File: src/verilog/clock_path_pkg.sv
package clock_path_pkg;
    localparam int ADDR_W = 8;
    localparam int DATA_W = 32;

    // Register offsets on the plain register port.
    localparam logic [ADDR_W-1:0] FIRST_FUNC_ADDR = 8'h00;
    localparam logic [ADDR_W-1:0] PLL_CFG_ADDR = 8'h02;
    localparam logic [ADDR_W-1:0] FOURTH_FUNC_ADDR = 8'h03;
    localparam logic [ADDR_W-1:0] LOCK_STATUS_ADDR = 8'h1b;
    localparam logic [ADDR_W-1:0] IRQ_STATUS_ADDR = 8'h1c;
    localparam logic [ADDR_W-1:0] IRQ_CLEAR_ADDR = 8'h1d;
    localparam logic [ADDR_W-1:0] IRQ_ENABLE_ADDR = 8'h1e;

    // Field positions.
    localparam int OSC_CAL_BIT = 24;
    localparam int CONV_CAL_BIT = 24;
    localparam int SYNC_CAL_BIT = 8;
    localparam int DIV_SEL_LSB = 20;
    localparam int DIV_SEL_W = 2;
    localparam int DOUBLER_BIT = 19;
    localparam int PLL_EN_BIT = 18;
    localparam int DIV_PATH_BIT = 17;
    localparam int EDGE_BIT = 16;
    localparam int FB_N_LSB = 8;
    localparam int FB_N_W = 8;
    localparam int LOCK_DET_EN_BIT = 2;
    localparam int LOCK_BIT = 24;

    // Reset values.
    localparam logic [DATA_W-1:0] FIRST_FUNC_RESET = 32'h0000_0000;
    localparam logic [DATA_W-1:0] PLL_CFG_RESET = 32'h0000_0a00;
    localparam logic [DATA_W-1:0] FOURTH_FUNC_RESET = 32'h0000_0000;
    localparam logic [DATA_W-1:0] READ_IDLE = 32'h0000_0000;

    // Reference divider settings.
    localparam logic [DIV_SEL_W-1:0] DIV_BYPASS = 2'h0;
    localparam logic [DIV_SEL_W-1:0] DIV_BY_2 = 2'h1;
    localparam logic [DIV_SEL_W-1:0] DIV_BY_4 = 2'h2;
    localparam logic [DIV_SEL_W-1:0] DIV_BY_8 = 2'h3;
    localparam int DIV_CNT_W = 3;

    // Interrupt status layout.
    localparam int IRQ_W = 4;
    localparam int IRQ_OSC_DONE = 0;
    localparam int IRQ_CONV_DONE = 1;
    localparam int IRQ_LOCK_GAINED = 2;
    localparam int IRQ_LOCK_LOST = 3;

    // Calibration timing, in clock cycles or sync clock periods.
    localparam int CAL_CNT_W = 20;
    localparam int OSC_CAL_CYCLES = 1024;
    localparam int CONV_CAL_PERIODS = 469632;
    localparam int SYNC_CAL_PERIODS = 16;
    localparam int SYNC_CNT_W = 5;

    typedef enum logic [1:0] {CAL_IDLE, CAL_RUN, CAL_SYNC} cal_state_t;
endpackage

File: src/verilog/ref_path_if.sv
interface ref_path_if;
    logic ce;
    logic div_path;
    logic doubler;
    logic edge_falling;
    logic [1:0] div_sel;
    logic [7:0] feedback_n;
    logic pll_ref;
    logic [8:0] feedback_mult;

    modport ctrl (
        output ce,
        output div_path,
        output doubler,
        output edge_falling,
        output div_sel,
        output feedback_n,
        input pll_ref,
        input feedback_mult
    );

    modport path (
        input ce,
        input div_path,
        input doubler,
        input edge_falling,
        input div_sel,
        input feedback_n,
        output pll_ref,
        output feedback_mult
    );
endinterface

File: src/verilog/ref_router.sv
module ref_router
    import clock_path_pkg::*;
(
    input wire logic clk,
    input wire logic rst,
    input wire logic ref_level,
    ref_path_if.path cfg
);
    logic ref_d;
    logic [DIV_CNT_W-1:0] div_cnt;
    logic next_ref;

    always_ff @(posedge clk or posedge rst) begin
        if (rst) begin
            ref_d <= 1'b0;
        end else if (cfg.ce) begin
            ref_d <= ref_level;
        end
    end

    // The divider advances on rising edges of the inverted reference.
    always_ff @(posedge clk or posedge rst) begin
        if (rst) begin
            div_cnt <= '0;
        end else if (cfg.ce && ref_d && !ref_level) begin
            div_cnt <= div_cnt + 3'h1;
        end
    end

    always_comb begin
        next_ref = ref_level;
        if (cfg.div_path) begin
            case (cfg.div_sel)
                DIV_BYPASS: next_ref = !ref_level;
                DIV_BY_2: next_ref = div_cnt[0];
                DIV_BY_4: next_ref = div_cnt[1];
                DIV_BY_8: next_ref = div_cnt[2];
                default: next_ref = !ref_level;
            endcase
        end else if (cfg.doubler) begin
            // One pulse per reference edge gives twice the reference rate.
            next_ref = ref_level ^ ref_d;
        end else if (cfg.edge_falling) begin
            next_ref = !ref_level;
        end
    end

    always_ff @(posedge clk or posedge rst) begin
        if (rst) begin
            cfg.pll_ref <= 1'b0;
            cfg.feedback_mult <= 9'h000;
        end else if (cfg.ce) begin
            cfg.pll_ref <= next_ref;
            cfg.feedback_mult <= {cfg.feedback_n, 1'b0};
        end
    end
endmodule

File: src/verilog/clock_path_ctrl.sv
module clock_path_ctrl
    import clock_path_pkg::*;
#(
    parameter int CONV_CAL_LEN = CONV_CAL_PERIODS
)
(
    input wire logic clk,
    input wire logic rst,
    input wire logic ce,
    input wire logic [clock_path_pkg::ADDR_W-1:0] addr,
    input wire logic [clock_path_pkg::DATA_W-1:0] wdata,
    input wire logic wr,
    input wire logic rd,
    output logic [clock_path_pkg::DATA_W-1:0] rdata,
    input wire logic ref_clk_pin,
    input wire logic pll_lock_pin,
    input wire logic sync_input_clock,
    output logic pll_ref_clk,
    output logic system_sample_clock_from_pll,
    output logic [8:0] feedback_mult,
    output logic osc_cal_active,
    output logic conv_cal_active,
    output logic irq
);
    import clock_path_pkg::*;

    localparam logic [CAL_CNT_W-1:0] OSC_CAL_LAST = CAL_CNT_W'(OSC_CAL_CYCLES - 1);
    localparam logic [CAL_CNT_W-1:0] CONV_CAL_LAST = CAL_CNT_W'(CONV_CAL_LEN - 1);
    localparam logic [SYNC_CNT_W-1:0] SYNC_CAL_LAST = SYNC_CNT_W'(SYNC_CAL_PERIODS - 1);

    logic [DATA_W-1:0] first_function_register;
    logic [DATA_W-1:0] pll_config_register;
    logic [DATA_W-1:0] fourth_function_register;
    logic [IRQ_W-1:0] irq_status;
    logic [IRQ_W-1:0] irq_enable;
    logic [IRQ_W-1:0] irq_events;
    logic [IRQ_W-1:0] irq_clear;
    logic [IRQ_W-1:0] next_irq_status;

    logic [2:0] ref_sync;
    logic [1:0] lock_sync;
    logic [2:0] sync_clk_sync;
    logic sync_rise;

    logic lock_shown;
    logic lock_prev;
    logic osc_req_prev;
    logic conv_req_prev;
    logic osc_start;
    logic conv_start;
    logic osc_done;
    logic conv_done;
    logic [CAL_CNT_W-1:0] osc_cnt;
    logic [CAL_CNT_W-1:0] conv_cnt;
    logic [SYNC_CNT_W-1:0] sync_cnt;
    cal_state_t conv_state;

    ref_path_if path_bus();

    function automatic logic [DATA_W-1:0] read_mux(input logic [ADDR_W-1:0] a);
        logic [DATA_W-1:0] v;
        v = READ_IDLE;
        case (a)
            FIRST_FUNC_ADDR: v = first_function_register;
            PLL_CFG_ADDR: v = pll_config_register;
            FOURTH_FUNC_ADDR: v = fourth_function_register;
            LOCK_STATUS_ADDR: v[LOCK_BIT] = lock_shown;
            IRQ_STATUS_ADDR: v[IRQ_W-1:0] = irq_status;
            IRQ_ENABLE_ADDR: v[IRQ_W-1:0] = irq_enable;
            default: v = READ_IDLE;
        endcase
        return v;
    endfunction

    // Pin inputs cross in through two flip-flops; edge logic reads only the later stages.
    always_ff @(posedge clk or posedge rst) begin
        if (rst) begin
            ref_sync <= 3'h0;
            lock_sync <= 2'h0;
            sync_clk_sync <= 3'h0;
        end else if (ce) begin
            ref_sync <= {ref_sync[1:0], ref_clk_pin};
            lock_sync <= {lock_sync[0], pll_lock_pin};
            sync_clk_sync <= {sync_clk_sync[1:0], sync_input_clock};
        end
    end

    assign sync_rise = sync_clk_sync[1] && !sync_clk_sync[2];

    // Register writes.
    always_ff @(posedge clk or posedge rst) begin
        if (rst) begin
            first_function_register <= FIRST_FUNC_RESET;
            pll_config_register <= PLL_CFG_RESET;
            fourth_function_register <= FOURTH_FUNC_RESET;
            irq_enable <= '0;
        end else if (ce && wr) begin
            case (addr)
                FIRST_FUNC_ADDR: first_function_register <= wdata;
                PLL_CFG_ADDR: pll_config_register <= wdata;
                FOURTH_FUNC_ADDR: fourth_function_register <= wdata;
                IRQ_ENABLE_ADDR: irq_enable <= wdata[IRQ_W-1:0];
                default: irq_enable <= irq_enable;
            endcase
        end
    end

    // Read data stands only in the cycle after the read strobe.
    always_ff @(posedge clk or posedge rst) begin
        if (rst) begin
            rdata <= READ_IDLE;
        end else if (ce) begin
            rdata <= rd ? read_mux(addr) : READ_IDLE;
        end
    end

    assign path_bus.ce = ce;
    assign path_bus.div_path = pll_config_register[DIV_PATH_BIT];
    assign path_bus.doubler = pll_config_register[DOUBLER_BIT];
    assign path_bus.edge_falling = pll_config_register[EDGE_BIT];
    assign path_bus.div_sel = pll_config_register[DIV_SEL_LSB +: DIV_SEL_W];
    assign path_bus.feedback_n = pll_config_register[FB_N_LSB +: FB_N_W];

    ref_router router (
        .clk(clk),
        .rst(rst),
        .ref_level(ref_sync[1]),
        .cfg(path_bus.path)
    );

    always_ff @(posedge clk or posedge rst) begin
        if (rst) begin
            pll_ref_clk <= 1'b0;
            feedback_mult <= 9'h000;
            system_sample_clock_from_pll <= 1'b0;
        end else if (ce) begin
            pll_ref_clk <= path_bus.pll_ref;
            feedback_mult <= path_bus.feedback_mult;
            system_sample_clock_from_pll <= pll_config_register[PLL_EN_BIT];
        end
    end

    // Lock is shown only while the PLL is in use and the detector is enabled.
    always_ff @(posedge clk or posedge rst) begin
        if (rst) begin
            lock_shown <= 1'b0;
            lock_prev <= 1'b0;
        end else if (ce) begin
            lock_shown <= lock_sync[1] && pll_config_register[PLL_EN_BIT]
                && pll_config_register[LOCK_DET_EN_BIT];
            lock_prev <= lock_shown;
        end
    end

    // A request that stays set is ignored; only its rising edge starts a run.
    always_ff @(posedge clk or posedge rst) begin
        if (rst) begin
            osc_req_prev <= 1'b0;
            conv_req_prev <= 1'b0;
        end else if (ce) begin
            osc_req_prev <= first_function_register[OSC_CAL_BIT];
            conv_req_prev <= fourth_function_register[CONV_CAL_BIT];
        end
    end

    assign osc_start = first_function_register[OSC_CAL_BIT] && !osc_req_prev;
    assign conv_start = fourth_function_register[CONV_CAL_BIT] && !conv_req_prev;

    // Oscillator calibration; a new edge during a run restarts it.
    always_ff @(posedge clk or posedge rst) begin
        if (rst) begin
            osc_cal_active <= 1'b0;
            osc_cnt <= '0;
        end else if (ce) begin
            if (osc_start) begin
                osc_cal_active <= 1'b1;
                osc_cnt <= '0;
            end else if (osc_cal_active) begin
                osc_cnt <= osc_cnt + 20'h00001;
                if (osc_cnt == OSC_CAL_LAST) begin
                    osc_cal_active <= 1'b0;
                end
            end
        end
    end

    assign osc_done = ce && osc_cal_active && !osc_start && (osc_cnt == OSC_CAL_LAST);

    // Converter calibration: fixed sample periods, then sync periods when enabled.
    always_ff @(posedge clk or posedge rst) begin
        if (rst) begin
            conv_state <= CAL_IDLE;
            conv_cnt <= '0;
            sync_cnt <= '0;
        end else if (ce) begin
            case (conv_state)
                CAL_IDLE: begin
                    if (conv_start) begin
                        conv_state <= CAL_RUN;
                        conv_cnt <= '0;
                    end
                end
                CAL_RUN: begin
                    conv_cnt <= conv_cnt + 20'h00001;
                    if (conv_cnt == CONV_CAL_LAST) begin
                        sync_cnt <= '0;
                        if (fourth_function_register[SYNC_CAL_BIT]) begin
                            conv_state <= CAL_SYNC;
                        end else begin
                            conv_state <= CAL_IDLE;
                        end
                    end
                end
                CAL_SYNC: begin
                    if (sync_rise) begin
                        sync_cnt <= sync_cnt + 5'h01;
                        if (sync_cnt == SYNC_CAL_LAST) begin
                            conv_state <= CAL_IDLE;
                        end
                    end
                end
                default: conv_state <= CAL_IDLE;
            endcase
        end
    end

    assign conv_done = ce && (((conv_state == CAL_RUN) && (conv_cnt == CONV_CAL_LAST)
        && !fourth_function_register[SYNC_CAL_BIT])
        || ((conv_state == CAL_SYNC) && sync_rise && (sync_cnt == SYNC_CAL_LAST)));

    always_ff @(posedge clk or posedge rst) begin
        if (rst) begin
            conv_cal_active <= 1'b0;
        end else if (ce) begin
            conv_cal_active <= (conv_state == CAL_IDLE) ? conv_start : !conv_done;
        end
    end

    // Interrupt status: a new event wins over a clear in the same cycle.
    always_comb begin
        irq_events = '0;
        irq_events[IRQ_OSC_DONE] = osc_done;
        irq_events[IRQ_CONV_DONE] = conv_done;
        irq_events[IRQ_LOCK_GAINED] = ce && lock_shown && !lock_prev;
        irq_events[IRQ_LOCK_LOST] = ce && !lock_shown && lock_prev;
        irq_clear = (ce && wr && addr == IRQ_CLEAR_ADDR) ? wdata[IRQ_W-1:0] : '0;
        next_irq_status = (irq_status & ~irq_clear) | irq_events;
    end

    always_ff @(posedge clk or posedge rst) begin
        if (rst) begin
            irq_status <= '0;
            irq <= 1'b0;
        end else if (ce) begin
            irq_status <= next_irq_status;
            irq <= |(next_irq_status & irq_enable);
        end
    end
endmodule

File: config.mk
export PLATFORM = sky130hd
export DESIGN_NAME = clock_path_ctrl
export DESIGN_NICKNAME = d
export VERILOG_FILES = /design/src/verilog/clock_path_pkg.sv /design/src/verilog/ref_path_if.sv /design/src/verilog/ref_router.sv /design/src/verilog/clock_path_ctrl.sv
export SDC_FILE = /design/constraint.sdc
export NUM_CORES = 1
export LEC_CHECK = 0
export ABC_AREA = 1
export BUFFER_PORTS_ARGS = -buffer_cell sky130_fd_sc_hd__buf_2
export CAP_MARGIN = 20
export CORE_UTILIZATION = 50
export CTS_BUF_LIST = sky130_fd_sc_hd__clkbuf_8
export DETAILED_ROUTE_END_ITERATION = 12
export PLACE_DENSITY = 0.72
export REMOVE_ABC_BUFFERS = 1
export SKIP_LAST_GASP = 1
export SYNTH_ARGS = -nofsm -noshare
export SYNTH_HDL_FRONTEND = slang
export SYNTH_HIERARCHICAL = 1
export SYNTH_SLANG_ARGS = --single-unit
File: constraint.sdc
create_clock -name clk -period 17.2 [get_ports clk]
set_clock_uncertainty 0.05 [all_clocks]
set_input_delay 0 -clock clk [delete_from_list [all_inputs] [get_ports clk]]
set_output_delay 0 -clock clk [all_outputs]
set_load 0.05 [all_outputs]
# ---- Word level (Yosys, flattened, before mapping)
# Cells that the tools add are included.
# W data, S select, Z words.
dict set report classes {
  n_addsub 4
  eq_ne 18
  muxes 27
  n_bitwise 5
  reduce_logical 46
}
# op n
set op_table {}
lappend op_table {{$mux W20} 3}
lappend op_table {{$pmux W20 S3} 1}
lappend op_table {{$add A20 B1 Y20 const B} 2}
lappend op_table {{$pmux W20 S2} 1}
lappend op_table {{$eq A8 B5 Y1 const B} 4}
lappend op_table {{$mux W32} 1}
lappend op_table {{$logic_and A1 B1 Y1} 21}
lappend op_table {{$pmux W7 S3} 1}
lappend op_table {{$eq A20 B10 Y1 const B} 1}
lappend op_table {{$eq A20 B19 Y1 const B} 1}
lappend op_table {{$pmux W4 S5} 1}
lappend op_table {{$eq A8 B2 Y1 const B} 2}
lappend op_table {{$mux W2} 5}
lappend op_table {{$mux W5} 2}
lappend op_table {{$pmux W5 S2} 1}
lappend op_table {{$reduce_and A2 Y1} 5}
lappend op_table {{$logic_not A1 Y1} 9}
lappend op_table {{$and A4 B4 Y4} 2}
lappend op_table {{$logic_not A8 Y1} 1}
lappend op_table {{$ne A2 B2 Y1 const B} 4}
lappend op_table {{$pmux W1 S4} 2}
lappend op_table {{$mux W1} 7}
lappend op_table {{$eq A2 B2 Y1 const B} 3}
lappend op_table {{$pmux W2 S3} 1}
lappend op_table {{other kinds (15)} 19}
dict set report totals {
  register_bits 220
  in_bits 48
  out_inout_bits 46
  elab_cells 127
}

# ---- Longest topological paths before layout
dict set report logic_depth {
  ltp_word 9
  depth_mapped 12
  mapped_depth_nobuf 11
}

# ---- By module
# The synthesis kept the hierarchy.
# module n_inst cells_per_inst area_each_um2 seq_area_each_um2
set by_module_without_submodules {}
lappend by_module_without_submodules {clock_path_ctrl 1 1169 9763.1 5207.5}
lappend by_module_without_submodules {ref_router 1 78 636.9 325.3}

# ---- Worst setup path before layout
# No wires, ideal clock.
dict set report synth_path {
  path_type {register -> register}
  from {register osc_cnt[0]}
  to {register osc_cnt[16]}
  setup_time_ns 0.119
  arrival_ns 1.482
  required_ns 17.031
  path_slack_ns 15.549
  stages_incl_launch_ff 11
  n_path_buf 0
  period_less_slack_ns 1.651
  cell_sequence {dfrtp_1 ha_1 nand3_1 nor3_4 nand2_2 nor2_2 nand2_2 nor2_2 nand2_1 a21boi_1 nor2_1}
}
dict set report synth_via {
  elab_chain_len 3
}
# item line_no
set synth_lines {}
lappend synth_lines {{from (decl)} clock_path_ctrl.sv:53} ;# logic [CAL_CNT_W-1:0] osc_cnt;
lappend synth_lines {{from (signal assigned)} clock_path_ctrl.sv:179} ;# osc_cnt <= osc_cnt + 20'h00001;
lappend synth_lines {{$add A20 B1 Y20} clock_path_ctrl.sv:179}
lappend synth_lines {{$mux W20} clock_path_ctrl.sv:178} ;# end else if (osc_cal_active) begin
lappend synth_lines {{$mux W20} clock_path_ctrl.sv:175} ;# if (osc_start) begin
# Every way passes these cells. The select of a mux whose other input is x is not followed.
# A chain may end at the register's enable or synchronous reset.

# ---- Worst setup path in the final report
dict set report layout_path {
  from {input addr[1] in the netlist's numbering}
  to {register irq}
}
dict set report layout_via {
  elab_chain_len 8
}
# item line_no
set layout_lines {}
lappend layout_lines {{from (decl)} clock_path_ctrl.sv:10} ;# input wire logic [clock_path_pkg::ADDR_W-1:0] addr,
lappend layout_lines {{$eq A8 B5 Y1} clock_path_ctrl.sv:246} ;# irq_clear = (ce && wr && addr == IRQ_CLEAR_ADDR) ? wdata[IRQ_W-1:0] : '0;
lappend layout_lines {{$logic_and A1 B1 Y1} clock_path_ctrl.sv:246}
lappend layout_lines {{$mux W4} clock_path_ctrl.sv:246}
lappend layout_lines {{$not A4 Y4} clock_path_ctrl.sv:247} ;# next_irq_status = (irq_status & ~irq_clear) | irq_events;
lappend layout_lines {{$and A4 B4 Y4} clock_path_ctrl.sv:247}
lappend layout_lines {{$or A4 B4 Y4} clock_path_ctrl.sv:247}
lappend layout_lines {{$and A4 B4 Y4} clock_path_ctrl.sv:256} ;# irq <= |(next_irq_status & irq_enable);
lappend layout_lines {{$reduce_or A4 Y1} clock_path_ctrl.sv:256}
lappend layout_lines {{to (signal assigned)} clock_path_ctrl.sv:256}
lappend layout_lines {{to (decl)} clock_path_ctrl.sv:23} ;# output logic irq
# Every way passes these cells.

==> flow_summary_export.csv <==
group,metric,value,unit
global_routing,grt_overflow,0,
critical_path,cp-start-kind,"input port",
clocking,cts_resized,0,
clocking,cts.path.max_buffers,3,
logic_synthesis,ys_types,53,
drt,first_pass_iters,5,
logic_synthesis,yosys-top-cells-area,"dfrtp_1, nand2_1, o21ai_0",
critical_path,reg2reg_depth,9,
hold_path,holdPathEnd,"router/cfg.feedback_mult[5]$_DFFE_PP0P_",
die,die-area,21380,um2
run_status,status,"complete, no violations",
sta,finalSetupViolations,0,
power,irDropWorstVdd,76.13,uV
hold_path,holdPathStages,4,
clocking,cts_buffers,38,
power,cell_internal_pwr,869.0,uW
global_routing,grt_pass1_vias,8789,
sta,fin_crit,2262,ps
logic_synthesis,synth_area_leader_cell,"dfrtp_1",
clocking,cts_tree,"done",
drt,viasPerCell,5.213,
critical_path,path_cells,"dlygate4sd3_1 -> buf_2 -> nor2_1 -> dlygate4sd3_1 -> nand4_1 -> dlygate4sd3_1 -> nand2_1 -> nand2_1 -> nand2_1 -> nand2_1 -> nor2_1 -> a21oi_1",
place,hpwlAfterDp,15.66,mm
logic_synthesis,ys_ff_latch,221,
sta,maxSlewHeadroom,0.2912,
drt,ant_nets,0,
finish,syn2layout_area_growth,17.79,%
sta,worst_pin_slew,1059,ps
critical_path,cpMaxStageDelayCell,"dlygate4sd3_1",
sta,finalHoldViolCount,0,
die,coreArea,20300,um2
drt,vias,8769,
finish,mostFrequentLayoutCells,"nand2_1, dfrtp_1, inv_1",
die,die_w,146.2,um
power,switching_power,336.9,uW
logic_synthesis,netlist_area,10400,um2
finish,drive_above_1_share,0.1402,
clocking,htree_levels,2,
place,postPlaceCellArea,10950,um2
sta,final.setup.tns,0,ps
hold_path,hp-class,"input port to register",
logic_synthesis,synth_flop_cell,"dfrtp_1",
die,ioPinCount,94,
critical_path,cpPeakStageDelay,620,ps
hold_path,hp-start,"ce",
power,power_density,98.44,nW/um2
finish,nFillCells,1793,
clocking,cts_sinks,221,
critical_path,timing.rr.end,"irq$_DFFE_PP0P_",
drt,drc,0,
sta,post-route-period-util,0.1315,
critical_path,crit_type,"input port to register",
clocking,path_clk_slew,60,ps
logic_synthesis,synthCells,1247,
finish,num_antenna_cells,0,
place,gp_congestion,0.8809,
logic_synthesis,synth.avg_cell_area,8.340,um2
flow_run,maxCapViolCount,0,
die,die_y,146.2,um
finish,nNetsFinal,1439,
drt,drt_wl_total,24.85,mm
critical_path,worst-path-buf-inv,4,
die,start_util,0.5123,
finish,fin_area,12250,um2
drt,wl_per_cell,14.77,um
critical_path,cp_max_fo,6,
clocking,root_buffer,"clkbuf_8",
power,power_frac_clock,0.395,
place,port-buffer-count,93,
critical_path,endpoint_kind,"register",
critical_path,cpMostUsedCell,"nand2_1",
logic_synthesis,async_flop_share,1.000,
power,combPwrFrac,0.119,
finish,final_common_cell,"nand2_1",
logic_synthesis,ys_seq_area_frac,0.5320,
power,p_leak,0.006165,uW
power,seq_power_share,0.486,
sta,rsz0062_at_grt,"no",
drt,dr.first_iter.drc_count,558,
critical_path,reg2reg_slack,15050,ps
sta,drv_slew,0,
global_routing,grt_usage,0.2425,
power,swShare,0.2794,
sta,timing.fmax,442.0,MHz
logic_synthesis,synth_edf_count,0,
clocking,clock_latency,520,ps
logic_synthesis,yosysTopAreaCellShare,0.5269,
critical_path,path_delay_family,"buffers and inverters",
logic_synthesis,ys_warn_count,6,
critical_path,worstPathArrival,2620,ps
global_routing,grt_max_degree,150,
die,rows,52,
critical_path,r2r_start,"first_function_register[24]$_DFFE_PP0P_",
global_routing,grt_pass1_wl,42.27,mm
critical_path,required,17560,ps
global_routing,antenna_found_initial,0,
-- area by class of cell --
class	count	area, um2	area share
clock buffers	48	660.6	0.05393
inverters	131	505.5	0.04126
clock inverters	18	108.9	0.008886
flip-flops and latches	221	5533	0.4516
multi-input cells	849	4096	0.3344
repair buffers	145	1008	0.08232
well taps	270	337.8	0.02758
-- what timing repair did --
| action | 4_1_cts | 5_1_grt |
|---|---|---|
| hold buffers | 47 | 1 |
| hold endpoints to repair | 270 | 19 |
| setup buffers | 0 | 0 |
-- kinds of logic (layout without fill, tap and decap cells) --
logic type                 Yosys count  after routing  synth area share
AOI/OAI and AO/OA                  212            212            0.1187
xor gates and xnor gates             6              6          0.005776
adders and majority gates            5              5          0.006015
buffers and inverters              177            342           0.07411
DFF                                221            221            0.5320
other                                1              1         0.0003606
and+or+nand+nor                    625            625            0.2630
-- registers in the layout (all words and copies together), names as in the netlist, 4 cells and up --
signal,count
irq_enable,4
pll_config_register,32
first_function_register,32
rdata,32
conv_cnt,20
fourth_function_register,32
osc_cnt,20
irq_status,4
feedback_mult,9
sync_cnt,5
router/cfg.feedback_mult,8
-- metrics by stage --
| step | worst slack (ps) | power [uW] | hold WS, ps | instances | util |
|---|---|---|---|---|---|
| 2_1_floorplan | 11470 | 686.0 | -173.0 | 1201 | - |
| 3_3_place_gp | 14790 | 724.3 | 60.01 | 1566 | 0.5396 |
| 3_5_place_dp | 14660 | 729.5 | 65.58 | 1566 | 0.5396 |
| 4_1_cts | 14710 | 1217 | 1.624 | 1679 | 0.6007 |
| 5_1_grt | 14760 | 1267 | 39.93 | 1682 | 0.6035 |
| 6_report | 14940 | 1206 | 16.94 | 1682 | 0.6035 |
-- cell usage after synthesis (5+ instances only) --
library cell and count:
nor3_1 13, o21ai_1 54, buf_6 6, dfrtp_1 219
ha_1 5, inv_2 5, o22ai_1 5, buf_4 9
clkbuf_1 14, nand4_1 25, nand2_2 7, nor4_1 5
nand2_1 421, a22o_1 26, inv_1 122, nand3_1 64
buf_2 17, o21ai_0 97, a21oi_1 13, nor2_1 58
-- metal layers --
layer  wire (um)  track usage  share of wire  vias to the layer above
met4         535      0.08229          0.022                        0
li1            -            -              -                     4326
met1       11210       0.3232           0.45                     4166
met5           0            0              0                        -
met2       11880       0.4024           0.48                      232
met3        1212      0.04094          0.049                       45
-- worst max-delay path by stage --
stage            start                                      end  slack (ps)  depth (start not counted)
6_report       addr[1]                          irq$_DFFE_PP0P_       14940                         12
5_1_grt        addr[1]                          irq$_DFFE_PP0P_       14760                         12
4_1_cts        addr[2]  fourth_function_register[8]$_DFFE_PP0P_       14710                          8
3_5_place_dp   addr[6]  fourth_function_register[9]$_DFFE_PP0P_       14660                          8
3_3_place_gp        ce                  conv_cnt[7]$_DFFE_PP0P_       14790                         10
2_1_floorplan      rst              conv_cal_active$_DFFE_PP0P_       11470                          1
-- power by group through the flow --
| stage | Sequential [uW] | Clock [uW] | Combinational [uW] |
|---|---|---|---|
| floorplan | 596 | 0 | 89.6 |
| global placement | 594 | 0 | 131 |
| detailed placement | 593 | 0 | 136 |
| CTS | 585 | 489 | 143 |
| global route | 590 | 514 | 163 |
| finish | 586 | 476 | 144 |
-- worst register-to-register path, stage by stage (launching register included) --
cell	delay, ps
dfrtp_1	410
inv_1	110
nor2_1	60
nor2_1	800
nand4_1	230
nand2_1	140
nand2_1	60
nand2_1	60
nor2_1	40
a21oi_1	130
(Power assumes the default switching activity.)
